`config.mk`:
```
export PLATFORM = sky130hd
export DESIGN_NAME = operand_field_decoder
export DESIGN_NICKNAME = d
export VERILOG_FILES = /design/src/ops_pkg.sv /design/src/alu_flags.sv /design/src/fast_shadow.sv /design/src/operand_field_decoder.sv
export VERILOG_INCLUDE_DIRS = /design/src
export SDC_FILE = /design/constraint.sdc
export NUM_CORES = 1
export LEC_CHECK = 0
export ABC_AREA = 1
export BUFFER_PORTS_ARGS = -buffer_cell sky130_fd_sc_hd__buf_2
export CAP_MARGIN = 20
export CORE_AREA = 2 2 162 164
export DETAILED_ROUTE_END_ITERATION = 6
export DIE_AREA = 0 0 164 166
export PLACE_DENSITY = 0.84
export SLEW_MARGIN = 20
export SYNTH_ARGS = -nofsm -noshare
export SYNTH_HDL_FRONTEND = slang
export SYNTH_SLANG_ARGS = --single-unit
export TNS_END_PERCENT = 50
```
`constraint.sdc`:
```
create_clock -name aclk -period 5.6 [get_ports aclk]
set_input_delay 0.56 -clock aclk [delete_from_list [all_inputs] [get_ports aclk]]
set_output_delay 0.56 -clock aclk [all_outputs]
set_load 0.005 [all_outputs]
```
`src/ops_map.svh`:
```
`ifndef OPS_MAP_SVH
`define OPS_MAP_SVH

// register byte offsets on the AXI4-Lite slave
`define REG_WACC 8'h00
`define REG_BANK 8'h04
`define REG_STAT 8'h08
`define REG_TPTR 8'h0C
`define REG_TLAT 8'h10
`define REG_INFO 8'h14

// instruction word field positions
`define BIT_A 8
`define BIT_D 9
`define BIT_S_RET 0
`define BIT_S_CALL 8
`define BIDX_HI 11
`define BIDX_LO 9
`define TBL_WR 2

// second word of a double-word instruction
`define WORD2_TAG 4'hF

// fixed banks of the access region
`define ACCESS_LO_BANK 4'h0
`define ACCESS_HI_BANK 4'hF

// reset values
`define RST_WACC 8'h00
`define RST_BANK 4'h0
`define RST_STAT 5'h00
`define RST_TPTR 21'h000000
`define RST_TLAT 8'h00

// oscillator periods per instruction cycle
`define OSC_PER_CYCLE 4

// bus responses
`define RESP_OKAY 2'b00
`define RESP_SLVERR 2'b10

`endif

```
`src/ops_pkg.sv`:
```
package ops_pkg;

  // instruction format, supplied by the fetch stage
  typedef enum logic [3:0] {
    FMT_NONE = 4'h0,
    FMT_BYTE = 4'h1,
    FMT_BIT = 4'h2,
    FMT_LIT8 = 4'h3,
    FMT_LFSR = 4'h4,
    FMT_MOVFF = 4'h5,
    FMT_BRA11 = 4'h6,
    FMT_BRA8 = 4'h7,
    FMT_GOTO = 4'h8,
    FMT_CALL = 4'h9,
    FMT_RET = 4'hA,
    FMT_TBL = 4'hB,
    FMT_IDX = 4'hC
  } fmt_e;

  typedef enum logic [2:0] {
    ALU_ADD = 3'h0,
    ALU_SUB = 3'h1,
    ALU_AND = 3'h2,
    ALU_IOR = 3'h3,
    ALU_XOR = 3'h4,
    ALU_MOV = 3'h5
  } alu_op_e;

  typedef enum logic [1:0] {
    TBL_KEEP = 2'h0,
    TBL_POST_INC = 2'h1,
    TBL_POST_DEC = 2'h2,
    TBL_PRE_INC = 2'h3
  } tbl_mode_e;

  typedef enum logic [1:0] {
    ST_IDLE = 2'b01,
    ST_SECOND = 2'b10
  } dec_state_e;

  typedef struct packed {
    logic n;
    logic ov;
    logic z;
    logic dc;
    logic c;
  } flags_s;

  typedef struct packed {
    logic valid;
    fmt_e fmt;
    logic [11:0] src_addr;
    logic [11:0] dst_addr;
    logic to_wacc;
    logic [2:0] bit_index;
    logic [7:0] bit_mask;
    logic [1:0] ptr_sel;
    logic [19:0] literal;
    logic [20:0] branch;
    logic rel;
    logic fast;
    tbl_mode_e tbl_mode;
  } decode_s;

endpackage : ops_pkg

```
`src/alu_flags.sv`:
```
`timescale 1ns/1ps
module alu_flags (
  input ops_pkg::alu_op_e op,
  input wire logic [7:0] a,
  input wire logic [7:0] b,
  output logic [7:0] result,
  output ops_pkg::flags_s flags,
  output ops_pkg::flags_s upd
);
  import ops_pkg::*;

  // a is the file operand, b the accumulator
  always_comb begin
    logic [8:0] sum;
    logic [4:0] half;
    sum = 9'h000;
    half = 5'h00;
    flags = '0;
    upd = '0;
    case (op)
      ALU_ADD: begin
        sum = {1'b0, a} + {1'b0, b};
        half = {1'b0, a[3:0]} + {1'b0, b[3:0]};
        flags.ov = (a[7] == b[7]) && (sum[7] != a[7]);
        upd = '1;
      end
      ALU_SUB: begin
        // carry reads as not-borrow
        sum = {1'b0, a} + {1'b0, ~b} + 9'h001;
        half = {1'b0, a[3:0]} + {1'b0, ~b[3:0]} + 5'h01;
        flags.ov = (a[7] != b[7]) && (sum[7] != a[7]);
        upd = '1;
      end
      ALU_AND: sum = {1'b0, a & b};
      ALU_IOR: sum = {1'b0, a | b};
      ALU_XOR: sum = {1'b0, a ^ b};
      ALU_MOV: sum = {1'b0, a};
      default: sum = 9'h000;
    endcase
    result = sum[7:0];
    flags.c = sum[8];
    flags.dc = half[4];
    flags.z = (sum[7:0] == 8'h00);
    flags.n = sum[7];
    // logic and move ops touch only zero and negative
    upd.z = 1'b1;
    upd.n = 1'b1;
  end

endmodule : alu_flags

```
`src/fast_shadow.sv`:
```
`timescale 1ns/1ps
`include "ops_map.svh"
module fast_shadow (
  input wire logic aclk,
  input wire logic aresetn,
  input wire logic capture,
  input wire logic [7:0] wacc_in,
  input ops_pkg::flags_s flags_in,
  input wire logic [3:0] bank_in,
  output logic [7:0] wacc,
  output ops_pkg::flags_s flags,
  output logic [3:0] bank
);
  import ops_pkg::*;

  // one shadow slot; a second capture overwrites the first
  always_ff @(posedge aclk) begin
    if (!aresetn) begin
      wacc <= `RST_WACC;
      flags <= flags_s'(`RST_STAT);
      bank <= `RST_BANK;
    end else if (capture) begin
      wacc <= wacc_in;
      flags <= flags_in;
      bank <= bank_in;
    end
  end

endmodule : fast_shadow

```
`src/operand_field_decoder.sv`:
```
// Decided for this implementation: the address map and the AXI4-Lite interface to the registers.
`timescale 1ns/1ps
`include "ops_map.svh"
// Summary of operation
// - With a=0 the access region is addressed and the bank register ignored, with a=1 it banks.
// - The three-bit bit index picks one of bits 0 to 7 of the addressed byte.
// - With d=0 the result goes to the working accumulator instead of the file register.
// - The file field is an 8-bit address or, for pointer loads, a 2-bit pointer designator.
// - The two-word move takes a 12-bit source and a separate 12-bit destination address.
// - Literals are extracted as 8, 12 or 20 bits depending on the format.
// - Branch fields are signed displacements when relative and absolute targets otherwise.
// - Table mode selects keep, post-increment, post-decrement or pre-increment.
// - The table pointer is 21 bits and table data moves through an 8-bit table latch.
// - Fast call or return with s=1 saves or restores via shadows, s=0 leaves them alone.
// - Indexed forms add 7-bit source and destination offsets to the indirect pointer.
// - Carry, digit carry, zero, signed wrap and negative flags are kept and updated.
// - Don't-care bits never influence decoding.
// - With d=1 the result is written back to the addressed file register.
// - A second word with its top four bits set, met on its own, acts as a no-operation.
// - An instruction that changes the program counter adds one no-operation cycle.
module operand_field_decoder #(
  parameter logic [7:0] ACCESS_SPLIT = 8'h80
) (
  input wire logic aclk,
  input wire logic aresetn,
  input wire logic [7:0] s_axi_awaddr,
  input wire logic s_axi_awvalid,
  output logic s_axi_awready,
  input wire logic [31:0] s_axi_wdata,
  input wire logic [3:0] s_axi_wstrb,
  input wire logic s_axi_wvalid,
  output logic s_axi_wready,
  output logic [1:0] s_axi_bresp,
  output logic s_axi_bvalid,
  input wire logic s_axi_bready,
  input wire logic [7:0] s_axi_araddr,
  input wire logic s_axi_arvalid,
  output logic s_axi_arready,
  output logic [31:0] s_axi_rdata,
  output logic [1:0] s_axi_rresp,
  output logic s_axi_rvalid,
  input wire logic s_axi_rready,
  input wire logic fetch_valid,
  input wire logic [15:0] fetch_word,
  input ops_pkg::fmt_e fetch_format,
  input ops_pkg::alu_op_e alu_op,
  input wire logic [7:0] file_rdata,
  input wire logic [11:0] ind_base,
  input wire logic [7:0] tbl_rdata,
  input wire logic irq_entry,
  output ops_pkg::decode_s dec,
  output logic file_we,
  output logic [11:0] file_waddr,
  output logic [7:0] file_wdata,
  output logic [20:0] tbl_addr,
  output logic tbl_rd,
  output logic tbl_wr,
  output logic [7:0] tbl_wdata,
  output logic flush
);
  import ops_pkg::*;

  dec_state_e state;
  fmt_e held_fmt;
  logic [15:0] held;
  decode_s nd;
  logic first_ok;
  logic second_ok;
  logic pc_change;
  logic [3:0] bank_used;
  logic [11:0] faddr;
  logic [7:0] bit_sel;
  logic [7:0] wacc;
  logic [3:0] bank;
  flags_s flags;
  logic [20:0] tptr;
  logic [7:0] tlat;
  logic [7:0] alu_res;
  flags_s alu_f;
  flags_s alu_upd;
  logic [7:0] sh_wacc;
  flags_s sh_flags;
  logic [3:0] sh_bank;
  logic byte_done;
  logic tbl_done;
  logic call_fast;
  logic ret_fast;
  tbl_mode_e tmode;
  logic aw_held;
  logic w_held;
  logic [7:0] aw_addr;
  logic [31:0] w_data;
  logic [3:0] w_strb;
  logic wr_fire;
  logic [31:0] tptr_merge;
  logic [31:0] rd_mux;
  logic rd_hit;

  function automatic logic [31:0] lanes(input logic [31:0] old, input logic [31:0] nw,
                                        input logic [3:0] s);
    lanes = old;
    for (int i = 0; i < 4; i++) begin
      if (s[i]) lanes[8*i +: 8] = nw[8*i +: 8];
    end
  endfunction : lanes

  always_comb begin
    if (fetch_word[`BIT_A]) begin
      bank_used = bank;
    end else if (fetch_word[7:0] < ACCESS_SPLIT) begin
      bank_used = `ACCESS_LO_BANK;
    end else begin
      bank_used = `ACCESS_HI_BANK;
    end
  end
  assign faddr = {bank_used, fetch_word[7:0]};

  for (genvar i = 0; i < 8; i++) begin : g_bit
    assign bit_sel[i] = (fetch_word[`BIDX_HI:`BIDX_LO] == 3'(i));
  end

  // a lone second word falls through as a no-operation
  assign first_ok = fetch_valid && (state == ST_IDLE) && (fetch_word[15:12] != `WORD2_TAG);
  assign second_ok = fetch_valid && (state == ST_SECOND) && (fetch_word[15:12] == `WORD2_TAG);

  // field extraction; unused bits are never looked at
  // don't-care bits ignored
  always_comb begin
    nd = '0;
    pc_change = 1'b0;
    if (first_ok) begin
      nd.fmt = fetch_format;
      case (fetch_format)
        FMT_BYTE: begin
          nd.valid = 1'b1;
          nd.src_addr = faddr;
          nd.to_wacc = !fetch_word[`BIT_D];
          nd.dst_addr = fetch_word[`BIT_D] ? faddr : 12'h000;
        end
        FMT_BIT: begin
          nd.valid = 1'b1;
          nd.src_addr = faddr;
          nd.dst_addr = faddr;
          nd.bit_index = fetch_word[`BIDX_HI:`BIDX_LO];
          nd.bit_mask = bit_sel;
        end
        FMT_LIT8: begin
          nd.valid = 1'b1;
          nd.literal = {12'h000, fetch_word[7:0]};
        end
        FMT_BRA11: begin
          nd.valid = 1'b1;
          nd.rel = 1'b1;
          nd.branch = {{10{fetch_word[10]}}, fetch_word[10:0]};
          pc_change = 1'b1;
        end
        FMT_BRA8: begin
          nd.valid = 1'b1;
          nd.rel = 1'b1;
          nd.branch = {{13{fetch_word[7]}}, fetch_word[7:0]};
          pc_change = 1'b1;
        end
        FMT_RET: begin
          nd.valid = 1'b1;
          nd.fast = fetch_word[`BIT_S_RET];
          pc_change = 1'b1;
        end
        FMT_TBL: begin
          nd.valid = 1'b1;
          nd.tbl_mode = tbl_mode_e'(fetch_word[1:0]);
        end
        default: nd.fmt = fetch_format;
      endcase
    end else if (second_ok) begin
      nd.fmt = held_fmt;
      nd.valid = 1'b1;
      case (held_fmt)
        FMT_MOVFF: begin
          nd.src_addr = held[11:0];
          nd.dst_addr = fetch_word[11:0];
        end
        FMT_LFSR: begin
          nd.ptr_sel = held[5:4];
          nd.literal = {8'h00, held[3:0], fetch_word[7:0]};
        end
        FMT_GOTO, FMT_CALL: begin
          nd.literal = {fetch_word[11:0], held[7:0]};
          nd.branch = {1'b0, fetch_word[11:0], held[7:0]};
          nd.fast = (held_fmt == FMT_CALL) && held[`BIT_S_CALL];
          pc_change = 1'b1;
        end
        FMT_IDX: begin
          nd.src_addr = ind_base + {5'h00, held[6:0]};
          nd.dst_addr = ind_base + {5'h00, fetch_word[6:0]};
        end
        default: nd.valid = 1'b0;
      endcase
    end
  end

  // two-word sequencing; a non-tagged word while waiting aborts the pair
  always_ff @(posedge aclk) begin
    if (!aresetn) begin
      state <= ST_IDLE;
      held <= 16'h0000;
      held_fmt <= FMT_NONE;
    end else begin
      case (state)
        ST_IDLE: begin
          if (first_ok && (fetch_format inside {FMT_MOVFF, FMT_LFSR, FMT_GOTO,
                                                FMT_CALL, FMT_IDX})) begin
            state <= ST_SECOND;
            held <= fetch_word;
            held_fmt <= fetch_format;
          end
        end
        ST_SECOND: begin
          if (fetch_valid) state <= ST_IDLE;
        end
        default: state <= ST_IDLE;
      endcase
    end
  end

  // decoded fields and the extra cycle after a jump
  always_ff @(posedge aclk) begin
    if (!aresetn) begin
      dec <= '0;
      flush <= 1'b0;
    end else begin
      dec <= nd;
      flush <= pc_change;
    end
  end

  alu_flags u_alu (
    .op(alu_op),
    .a(file_rdata),
    .b(wacc),
    .result(alu_res),
    .flags(alu_f),
    .upd(alu_upd)
  );

  assign byte_done = first_ok && (fetch_format == FMT_BYTE);
  assign tbl_done = first_ok && (fetch_format == FMT_TBL);
  assign call_fast = second_ok && (held_fmt == FMT_CALL) && held[`BIT_S_CALL];
  assign ret_fast = first_ok && (fetch_format == FMT_RET) && fetch_word[`BIT_S_RET];
  assign tmode = tbl_mode_e'(fetch_word[1:0]);

  // shadow captured on a fast call or on irq_entry
  fast_shadow u_shadow (
    .aclk(aclk),
    .aresetn(aresetn),
    .capture(call_fast || irq_entry),
    .wacc_in(wacc),
    .flags_in(flags),
    .bank_in(bank),
    .wacc(sh_wacc),
    .flags(sh_flags),
    .bank(sh_bank)
  );

  // accumulator: restore beats result beats software
  always_ff @(posedge aclk) begin
    if (!aresetn) begin
      wacc <= `RST_WACC;
    end else if (ret_fast) begin
      wacc <= sh_wacc;
    end else if (byte_done && !fetch_word[`BIT_D]) begin
      wacc <= alu_res;
    end else if (wr_fire && aw_addr == `REG_WACC && w_strb[0]) begin
      wacc <= w_data[7:0];
    end
  end

  // write back to the file register
  always_ff @(posedge aclk) begin
    if (!aresetn) begin
      file_we <= 1'b0;
      file_waddr <= 12'h000;
      file_wdata <= 8'h00;
    end else begin
      file_we <= byte_done && fetch_word[`BIT_D];
      file_waddr <= faddr;
      file_wdata <= alu_res;
    end
  end

  // bank register steers the RAM address
  always_ff @(posedge aclk) begin
    if (!aresetn) begin
      bank <= `RST_BANK;
    end else if (ret_fast) begin
      bank <= sh_bank;
    end else if (wr_fire && aw_addr == `REG_BANK && w_strb[0]) begin
      bank <= w_data[3:0];
    end
  end

  // status flags; hardware update wins over a same-cycle write
  always_ff @(posedge aclk) begin
    if (!aresetn) begin
      flags <= flags_s'(`RST_STAT);
    end else if (ret_fast) begin
      flags <= sh_flags;
    end else if (byte_done) begin
      flags <= flags_s'((flags & ~alu_upd) | (alu_f & alu_upd));
    end else if (wr_fire && aw_addr == `REG_STAT && w_strb[0]) begin
      flags <= flags_s'(w_data[4:0]);
    end
  end

  assign tptr_merge = lanes({11'h000, tptr}, w_data, w_strb);

  always_ff @(posedge aclk) begin
    if (!aresetn) begin
      tptr <= `RST_TPTR;
      tlat <= `RST_TLAT;
      tbl_addr <= `RST_TPTR;
      tbl_rd <= 1'b0;
      tbl_wr <= 1'b0;
      tbl_wdata <= `RST_TLAT;
    end else begin
      tbl_rd <= tbl_done && !fetch_word[`TBL_WR];
      tbl_wr <= tbl_done && fetch_word[`TBL_WR];
      tbl_wdata <= tlat;
      if (tbl_rd) tlat <= tbl_rdata;
      else if (wr_fire && aw_addr == `REG_TLAT && w_strb[0]) tlat <= w_data[7:0];
      if (tbl_done) begin
        tbl_addr <= (tmode == TBL_PRE_INC) ? tptr + 21'h000001 : tptr;
        case (tmode)
          TBL_POST_INC, TBL_PRE_INC: tptr <= tptr + 21'h000001;
          TBL_POST_DEC: tptr <= tptr - 21'h000001;
          default: tptr <= tptr;
        endcase
      end else if (wr_fire && aw_addr == `REG_TPTR) begin
        tptr <= tptr_merge[20:0];
      end
    end
  end

  // bus write channels, address and data in either order
  assign s_axi_awready = !aw_held;
  assign s_axi_wready = !w_held;
  assign wr_fire = aw_held && w_held && !s_axi_bvalid;

  always_ff @(posedge aclk) begin
    if (!aresetn) begin
      aw_held <= 1'b0;
      w_held <= 1'b0;
      aw_addr <= 8'h00;
      w_data <= 32'h00000000;
      w_strb <= 4'h0;
      s_axi_bvalid <= 1'b0;
      s_axi_bresp <= `RESP_OKAY;
    end else begin
      if (s_axi_awvalid && !aw_held) begin
        aw_held <= 1'b1;
        aw_addr <= {s_axi_awaddr[7:2], 2'b00};
      end else if (wr_fire) begin
        aw_held <= 1'b0;
      end
      if (s_axi_wvalid && !w_held) begin
        w_held <= 1'b1;
        w_data <= s_axi_wdata;
        w_strb <= s_axi_wstrb;
      end else if (wr_fire) begin
        w_held <= 1'b0;
      end
      if (wr_fire) begin
        s_axi_bvalid <= 1'b1;
        // info register is read-only
        s_axi_bresp <= (aw_addr <= `REG_TLAT) ? `RESP_OKAY : `RESP_SLVERR;
      end else if (s_axi_bready) begin
        s_axi_bvalid <= 1'b0;
      end
    end
  end

  // read mux; info shows the sequencer state
  always_comb begin
    rd_hit = 1'b1;
    case ({s_axi_araddr[7:2], 2'b00})
      `REG_WACC: rd_mux = {24'h000000, wacc};
      `REG_BANK: rd_mux = {28'h0000000, bank};
      `REG_STAT: rd_mux = {27'h0000000, flags};
      `REG_TPTR: rd_mux = {11'h000, tptr};
      `REG_TLAT: rd_mux = {24'h000000, tlat};
      `REG_INFO: rd_mux = {30'h00000000, state};
      default: begin
        rd_mux = 32'h00000000;
        rd_hit = 1'b0;
      end
    endcase
  end

  assign s_axi_arready = !s_axi_rvalid;

  always_ff @(posedge aclk) begin
    if (!aresetn) begin
      s_axi_rvalid <= 1'b0;
      s_axi_rdata <= 32'h00000000;
      s_axi_rresp <= `RESP_OKAY;
    end else if (s_axi_arvalid && !s_axi_rvalid) begin
      s_axi_rvalid <= 1'b1;
      s_axi_rdata <= rd_mux;
      s_axi_rresp <= rd_hit ? `RESP_OKAY : `RESP_SLVERR;
    end else if (s_axi_rready) begin
      s_axi_rvalid <= 1'b0;
    end
  end

endmodule : operand_field_decoder

```
After elaboration in Yosys (flattened, before gate mapping)

Index checks and enable logic that the tools add are counted.
W data, S select, Z words.

Output and inout port bits: 182
Bits in registers: 292
Logic and storage cells: 260

Equality and inequality tests: 52
Bitwise logic cells: 12
$add $sub $neg: 10
Reduce and logical (&&, ||, !) cells: 74
Magnitude comparators: 2
Muxes and demuxes: 58

Operator list:

| cell                    | number |
|---|---|
| $pmux W21 S6            | 1 |
| $pmux W24 S2            | 2 |
| $mux W41                | 2 |
| $mux W8                 | 8 |
| $mux W21                | 3 |
| $mux W29                | 2 |
| $pmux W9 S6             | 1 |
| $pmux W22 S2            | 1 |
| $pmux W21 S2            | 1 |
| $pmux W20 S2            | 1 |
| $eq A4 B4 Y1 const B    | 9 |
| $logic_and A1 B1 Y1     | 32 |
| $add A12 B7 Y12         | 2 |
| $eq A4 B3 Y1 const B    | 6 |
| $eq A6 B2 Y1 const B    | 4 |
| $add A21 B1 Y21 const B | 1 |
| $sub A21 B1 Y21 const B | 1 |
| $mux W20                | 1 |
| $mux W4                 | 5 |
| $mux W5                 | 4 |
| $reduce_bool A2 Y1      | 10 |
| $add A8 B8 Y9           | 2 |
| $eq A3 B3 Y1 const B    | 6 |
| $eq A6 B3 Y1 const B    | 3 |
| other kinds (48)        | 100 |

Depth between registers and ports, before layout

Word-level depth: 10
Gate-level depth with buffers: 16

Cells and area by module

A second synthesis with hierarchy kept.

Cell total of the unflattened synthesis: 2,093
Area, all modules: 14,396.3 um^2

By module, submodules not included:

| module                | area an instance (um^2) | times used | seq. area each (um^2) | cells each |
|---|---|---|---|---|
| operand_field_decoder | 12,157.9                | 1          | 5,245.0               | 1,711 |
| alu_flags             | 1,511.4                 | 1          | 0.0                   | 274 |
| fast_shadow           | 726.9                   | 1          | 340.3                 | 108 |

Worst setup path after synthesis

OpenSTA, ideal clock, no wires.

Path kind: input to register
Start: input file_rdata[0]
End: register wacc[6]
Required time: 5.478 ns
Arrival time: 2.012 ns
Library setup time: 0.122 ns
Path slack: 3.466 ns
Stages: 14
Cell sequence: inv_1 > ha_1 > inv_1 > fa_1 > nand3_1 > nand2_1 > nand2_1 > nand2_1 > nor2_1 > nor2_1 > nor2_1 > nand2_1 > o211ai_1 > a21oi_1

Longest elaborated chain between the ends: 5

Ends and longest elaborated chain:

| item                 | line                         | RTL |
|---|---|---|
| from (decl)          | operand_field_decoder.sv:47  | `input wire logic [7:0] file_rdata,` |
| $add A8 B8 Y9        | alu_flags.sv:29              | `sum = {1'b0, a} + {1'b0, ~b} + 9'h001;` |
| $add A9 B1 Y9        | alu_flags.sv:29              |  |
| $pmux W9 S6 (*)      | alu_flags.sv:20              | `case (op)` |
| $mux W8 (*)          | operand_field_decoder.sv:270 | `` end else if (byte_done && !fetch_word[`BIT_D]) begin `` |
| $mux W8 (*)          | operand_field_decoder.sv:268 | `end else if (ret_fast) begin` |
| to (signal assigned) | operand_field_decoder.sv:267 | `` wacc <= `RST_WACC; `` |
| to (signal assigned) | operand_field_decoder.sv:269 | `wacc <= sh_wacc;` |
| to (signal assigned) | operand_field_decoder.sv:271 | `wacc <= alu_res;` |
| to (decl)            | operand_field_decoder.sv:73  | `logic [7:0] wacc;` |

Mark *: on every way between the ends. The rest lies on a longest branch, timed or not.
A chain may end at the register's enable or synchronous reset.

Final worst setup path

Start: register state[1]
End: register tptr[4]

Longest elaborated chain between the ends: 6

Ends and longest elaborated chain:

| item                                                         | line                         | RTL |
|---|---|---|
| from (decl)                                                  | operand_field_decoder.sv:63  | `dec_state_e state;` |
| from (signal assigned)                                       | operand_field_decoder.sv:204 | `state <= ST_IDLE;` |
| from (signal assigned)                                       | operand_field_decoder.sv:212 | `state <= ST_SECOND;` |
| from (signal assigned)                                       | operand_field_decoder.sv:218 | `if (fetch_valid) state <= ST_IDLE;` |
| $eq A2 B1 Y1 (*)                                             | operand_field_decoder.sv:123 | `` assign first_ok = fetch_valid && (state == ST_IDLE) && (fetch_word[15:12] != `WORD2_TAG); `` |
| $logic_and A1 B1 Y1 (*) (2 in series)                        | operand_field_decoder.sv:123 |  |
| $logic_and A1 B1 Y1 (*)                                      | operand_field_decoder.sv:246 | `assign tbl_done = first_ok && (fetch_format == FMT_TBL);` |
| $ne A3 B1 Y1 (no line) or $reduce_bool A2 Y1 (tied branches) | n/a                          |  |
| $reduce_and A3 Y1 (no line)                                  | n/a                          |  |
| to (signal assigned)                                         | operand_field_decoder.sv:318 | `` tptr <= `RST_TPTR; `` |
| to (signal assigned)                                         | operand_field_decoder.sv:333 | `TBL_POST_INC, TBL_PRE_INC: tptr <= tptr + 21'h000001;` |
| to (signal assigned)                                         | operand_field_decoder.sv:334 | `TBL_POST_DEC: tptr <= tptr - 21'h000001;` |
| to (decl)                                                    | operand_field_decoder.sv:76  | `logic [20:0] tptr;` |

Marked as above.

==> run summary <==
In this run the deepest clock path goes through 3 buffers. The transition at the pin with the smallest max-transition slack is 925 ps. The final antenna-violating net count came out at 0. The clock period could shrink to 3030 ps.

The number of storage elements in the synthesis netlist is 279. The HPWL after detailed placement is 33.4 mm. The count of buffers added by post-CTS timing repair for setup is 0. The sequential power share is 0.461. The proportion of synthesized chip area in sequential cells is 0.404.

Among all flip-flop cells after synthesis, the most frequent one is sky130_fd_sc_hd__dfxtp_1. The first global-routing pass estimated 70.4 mm of wire. For this run the aggregate overflow at the end of global routing stands at 0.

The setup slack of the worst register-to-register path is 2570 ps. The average wire per cell in the routed design is between 15 and 20 µm. The worst hold path belongs to the class input port to flip-flop. The mapped cell area is about 14000 µm².

The leading area contributor after synthesis is sky130_fd_sc_hd__dfxtp_1. CTS built an H-tree with a depth of 1. The final cell utilization of the core is 0.629. The critical path required time is between 6000 and 7000 ps. Of the available clock period, the critical path in the final layout requires 0.541. The area fraction of the dominant cell type after synthesis is 0.404. The worst hold path was traced through 3 stages. For this block, the initial DRC count from the detailed router was 1525. The initial antenna violation count is 0. The count of synthesis-stage warnings from yosys came out at 0. The minimum hold slack came out at 234 ps.

In this run the power spent charging and discharging nets is 1.19 mW. The setup skew after layout came out at 13.8 ps. The placer's final routability congestion estimate came out at 0.955. The filler cell count in the final layout is 2344. The pin count of the biggest net entering global routing is 85. The maximum fanout count along the critical path came out at 48. The data arrival time of the critical path is 3500 ps. The total of max-cap violations is 0. The via total after detailed routing is about 14000.

The flow ran to the end, and the final reports show no timing, DRC or antenna violations. The cell row count is 59. The critical path endpoint category is a flip-flop. The CTS tree is done. The number of cells upsized or downsized after cts came out at 0. The mean number of vias per cell is 5.78. The tightest slew margin relative to the limit is 0.382. The kind of critical path is flip-flop to flip-flop. The die outline area is 27200 µm².

After clock tree synthesis, the clock-pin slew on the worst setup and hold paths is 60 ps. The number of I/O pins came out at 294. The share of power burned in combinational logic came out at 0.113. The proportion of layout cells with a drive suffix above 1 came out at 0.174.

The tree is rooted in a sky130_fd_sc_hd__clkbuf_16. Yosys attributes the largest share of cell area to sky130_fd_sc_hd__dfxtp_1 40%, sky130_fd_sc_hd__nand2_1 9.6%, sky130_fd_sc_hd__o21ai_0 7.2%, sky130_fd_sc_hd__a21oi_1 6.5%, sky130_fd_sc_hd__inv_1 5.4%. The total routing usage reported by global routing came out at 0.323. The instance count of the mapped netlist is 1930. The worst register-to-register path has a depth of 11. The synthesis-to-finish area growth came out at 16.7%. The worst-case setup slack after placement came out at 2230 ps. The smallest setup slack after layout is 2570 ps. The startpoint identified for the worst register-to-register timing path is state[1]. The number of non-filler instances in the completed layout is 2497. The net count reported at finish is ~2300.

The sum of routed wire length over all layers came out at around 45 mm. The switching power share of the total came out at 0.263. The startpoint type of the worst setup path is a flip-flop. The worst hold path begins at s_axi_wdata[16]. The final number of setup-violating endpoints is 0. In this run the critical register-to-register path is captured at tptr[4]. For this design the ratio of total power to cell area is about 280 nW/µm². The initial standard-cell utilization of the core came out at 0.539.

The number of hold-slack violations in the final timing report came out at 0. The final total negative setup slack is 0 ps. The clock latency on the worst-skew pair came out at between 500 and 600 ps. The final max-slew violation count is 0. The final routed DRC violation total is 0.

The async set-reset flop share out of synthesis came out at 0. The total CTS buffers came out at 29. Yosys mapped the design onto 57 distinct sky130hd cell types. Summed over all cells, the static leakage comes to 7.48 nW. Across the VDD grid, the largest voltage drop is 0.220 mV. The mean cell area of the mapped netlist came out at 7.16 µm². Cell internal power was estimated by the tool at 3.33 mW. The number of buffers inserted by port buffering came out at ~260. Clock tree synthesis found a total of 279 sinks. The number of enable-type register cells in the synthesized netlist is 0. The core region area came out at approximately 26000 µm². The cts-stage hold buffer count came out at 0.

Setup repair after global routing left no endpoint under its margin. The cell count after placement is around 2400. The number of global-route vias before repair came out at 13300. The worst hold path terminates at w_data[16]. The first detailed-routing pass took 6 iterations.

The maximum clock frequency came out at 0.330 GHz. The clock network fraction of total power came out at 0.426. In this run the horizontal extent of the chip is between 150 and 200 µm.

From bottom edge to top edge, the die measures approximately 170 µm.
[through the flow]
stage          instance area, µm²  power, mW
3_5_place_dp                15100       2.63
3_3_place_gp                15100       2.62
4_1_cts                     16100       4.53
2_1_floorplan               13900       2.45
5_1_grt                     16100       4.69
6_report                    16100       4.53
[cell type report]
class / count / area (µm²) / area share
diodes: 1 / 2.50 / 0.000155
clock buffers: 36 / 782 / 0.0485
clock inverters: 16 / 169 / 0.0105
inverters: 222 / 836 / 0.0518
multi-input cells: 1339 / 6950 / 0.431
flip-flops and latches: 279 / 5590 / 0.346
well taps: 335 / 419 / 0.0260
repair buffers: 269 / 1380 / 0.0857
[worst max path at each step]
stage | from | to | cells past startpoint
2_1_floorplan | file_rdata[0] | wacc[6] | 14
3_3_place_gp | fetch_word[14] | tptr[4] | 12
3_5_place_dp | fetch_word[13] | tptr[4] | 12
4_1_cts | state[1] | tptr[4] | 11
5_1_grt | state[1] | tptr[4] | 11
6_report | state[1] | tptr[4] | 11
[logic make-up (layout without fill, tap and decap cells)]
logic type	after synthesis	count (layout)	share of synthesized area
AOI/OAI and AO/OA	525	525	0.212
xor gates and xnor gates	21	21	0.0133
adders and majority gates	44	44	0.0420
buffers and inverters	324	543	0.0958
DFF	279	279	0.404
other	1	14	0.000272
and+or+nand+nor	736	736	0.232
[cell usage in the layout, fill, tap and decap left out, types with 13 or more instances in the layout]
master / n
sky130_fd_sc_hd__a31oi_1: 14
sky130_fd_sc_hd__nand4_1: 19
sky130_fd_sc_hd__nor2_1: 173
sky130_fd_sc_hd__nor3_1: 40
sky130_fd_sc_hd__ha_1: 40
sky130_fd_sc_hd__clkbuf_16: 29
sky130_fd_sc_hd__o21ai_1: 14
sky130_fd_sc_hd__buf_2: 263
sky130_fd_sc_hd__a21oi_1: 180
sky130_fd_sc_hd__nand3_1: 112
sky130_fd_sc_hd__o21ai_0: 200
sky130_fd_sc_hd__conb_1: 13
sky130_fd_sc_hd__inv_2: 20
sky130_fd_sc_hd__o211ai_1: 19
sky130_fd_sc_hd__dfxtp_1: 279
sky130_fd_sc_hd__nand2_1: 354
sky130_fd_sc_hd__xor2_1: 20
sky130_fd_sc_hd__inv_1: 198
sky130_fd_sc_hd__o22ai_1: 45
[worst max-delay path, stage by stage (launching register included)]
cell and delay [ps]:
sky130_fd_sc_hd__dfxtp_1 330, sky130_fd_sc_hd__inv_2 70, sky130_fd_sc_hd__nand2_1 60, sky130_fd_sc_hd__nor2_2 90
sky130_fd_sc_hd__nand2_2 260, sky130_fd_sc_hd__inv_4 200, sky130_fd_sc_hd__nand3_4 440, sky130_fd_sc_hd__inv_2 810
sky130_fd_sc_hd__o21ai_0 230, sky130_fd_sc_hd__o22ai_1 190, sky130_fd_sc_hd__o21ai_1 80, sky130_fd_sc_hd__a21oi_1 160
[sequential cells by signal (all words and copies together), names as in the netlist, 5 cells and up, named ones only]
| register | cells |
|---|---|
| u_shadow.flags | 5 |
| held | 12 |
| aw_addr | 6 |
| wacc | 8 |
| tbl_wdata | 8 |
| dec | 88 |
| u_shadow.wacc | 8 |
| file_waddr | 12 |
| file_wdata | 8 |
| w_data | 21 |
| tptr | 21 |
| tlat | 8 |
| tbl_addr | 21 |
| s_axi_rdata | 21 |
[metal layers]
| layer | up-vias | GRT usage | share of wire |
|---|---|---|---|
| li1 | 6872 | - | - |
| met1 | 6653 | 0.433 | 0.41 |
| met2 | 784 | 0.525 | 0.45 |
| met3 | 117 | 0.0457 | 0.091 |
| met4 | 0 | 0.129 | 0.044 |
| met5 | - | 0 | 0 |
[cells in the mapped netlist, drive strengths merged (3+ instances only)]
cell      n
a21oi   182
a22oi     9
a31oi    14
buf      47
clkbuf   55
clkinv    3
dfxtp   279
fa        4
ha       40
inv     219
nand2   356
nand3   119
nand4    20
nor2    184
nor3     46
nor4      3
o211ai   19
o21a      3
o21ai   215
o221a     4
o221ai    8
o22ai    45
o31ai     5
o32ai     8
or2       6
xor2     20
[power by group through the flow]
stage	Combinational, mW	Sequential, mW	Clock (mW)
CTS	0.500	2.09	1.95
detailed placement	0.497	2.13	0
finish	0.511	2.09	1.93
global placement	0.489	2.13	0
global route	0.568	2.09	2.03
floorplan	0.333	2.12	0
Note: power is estimated with default switching activity, not from simulation.
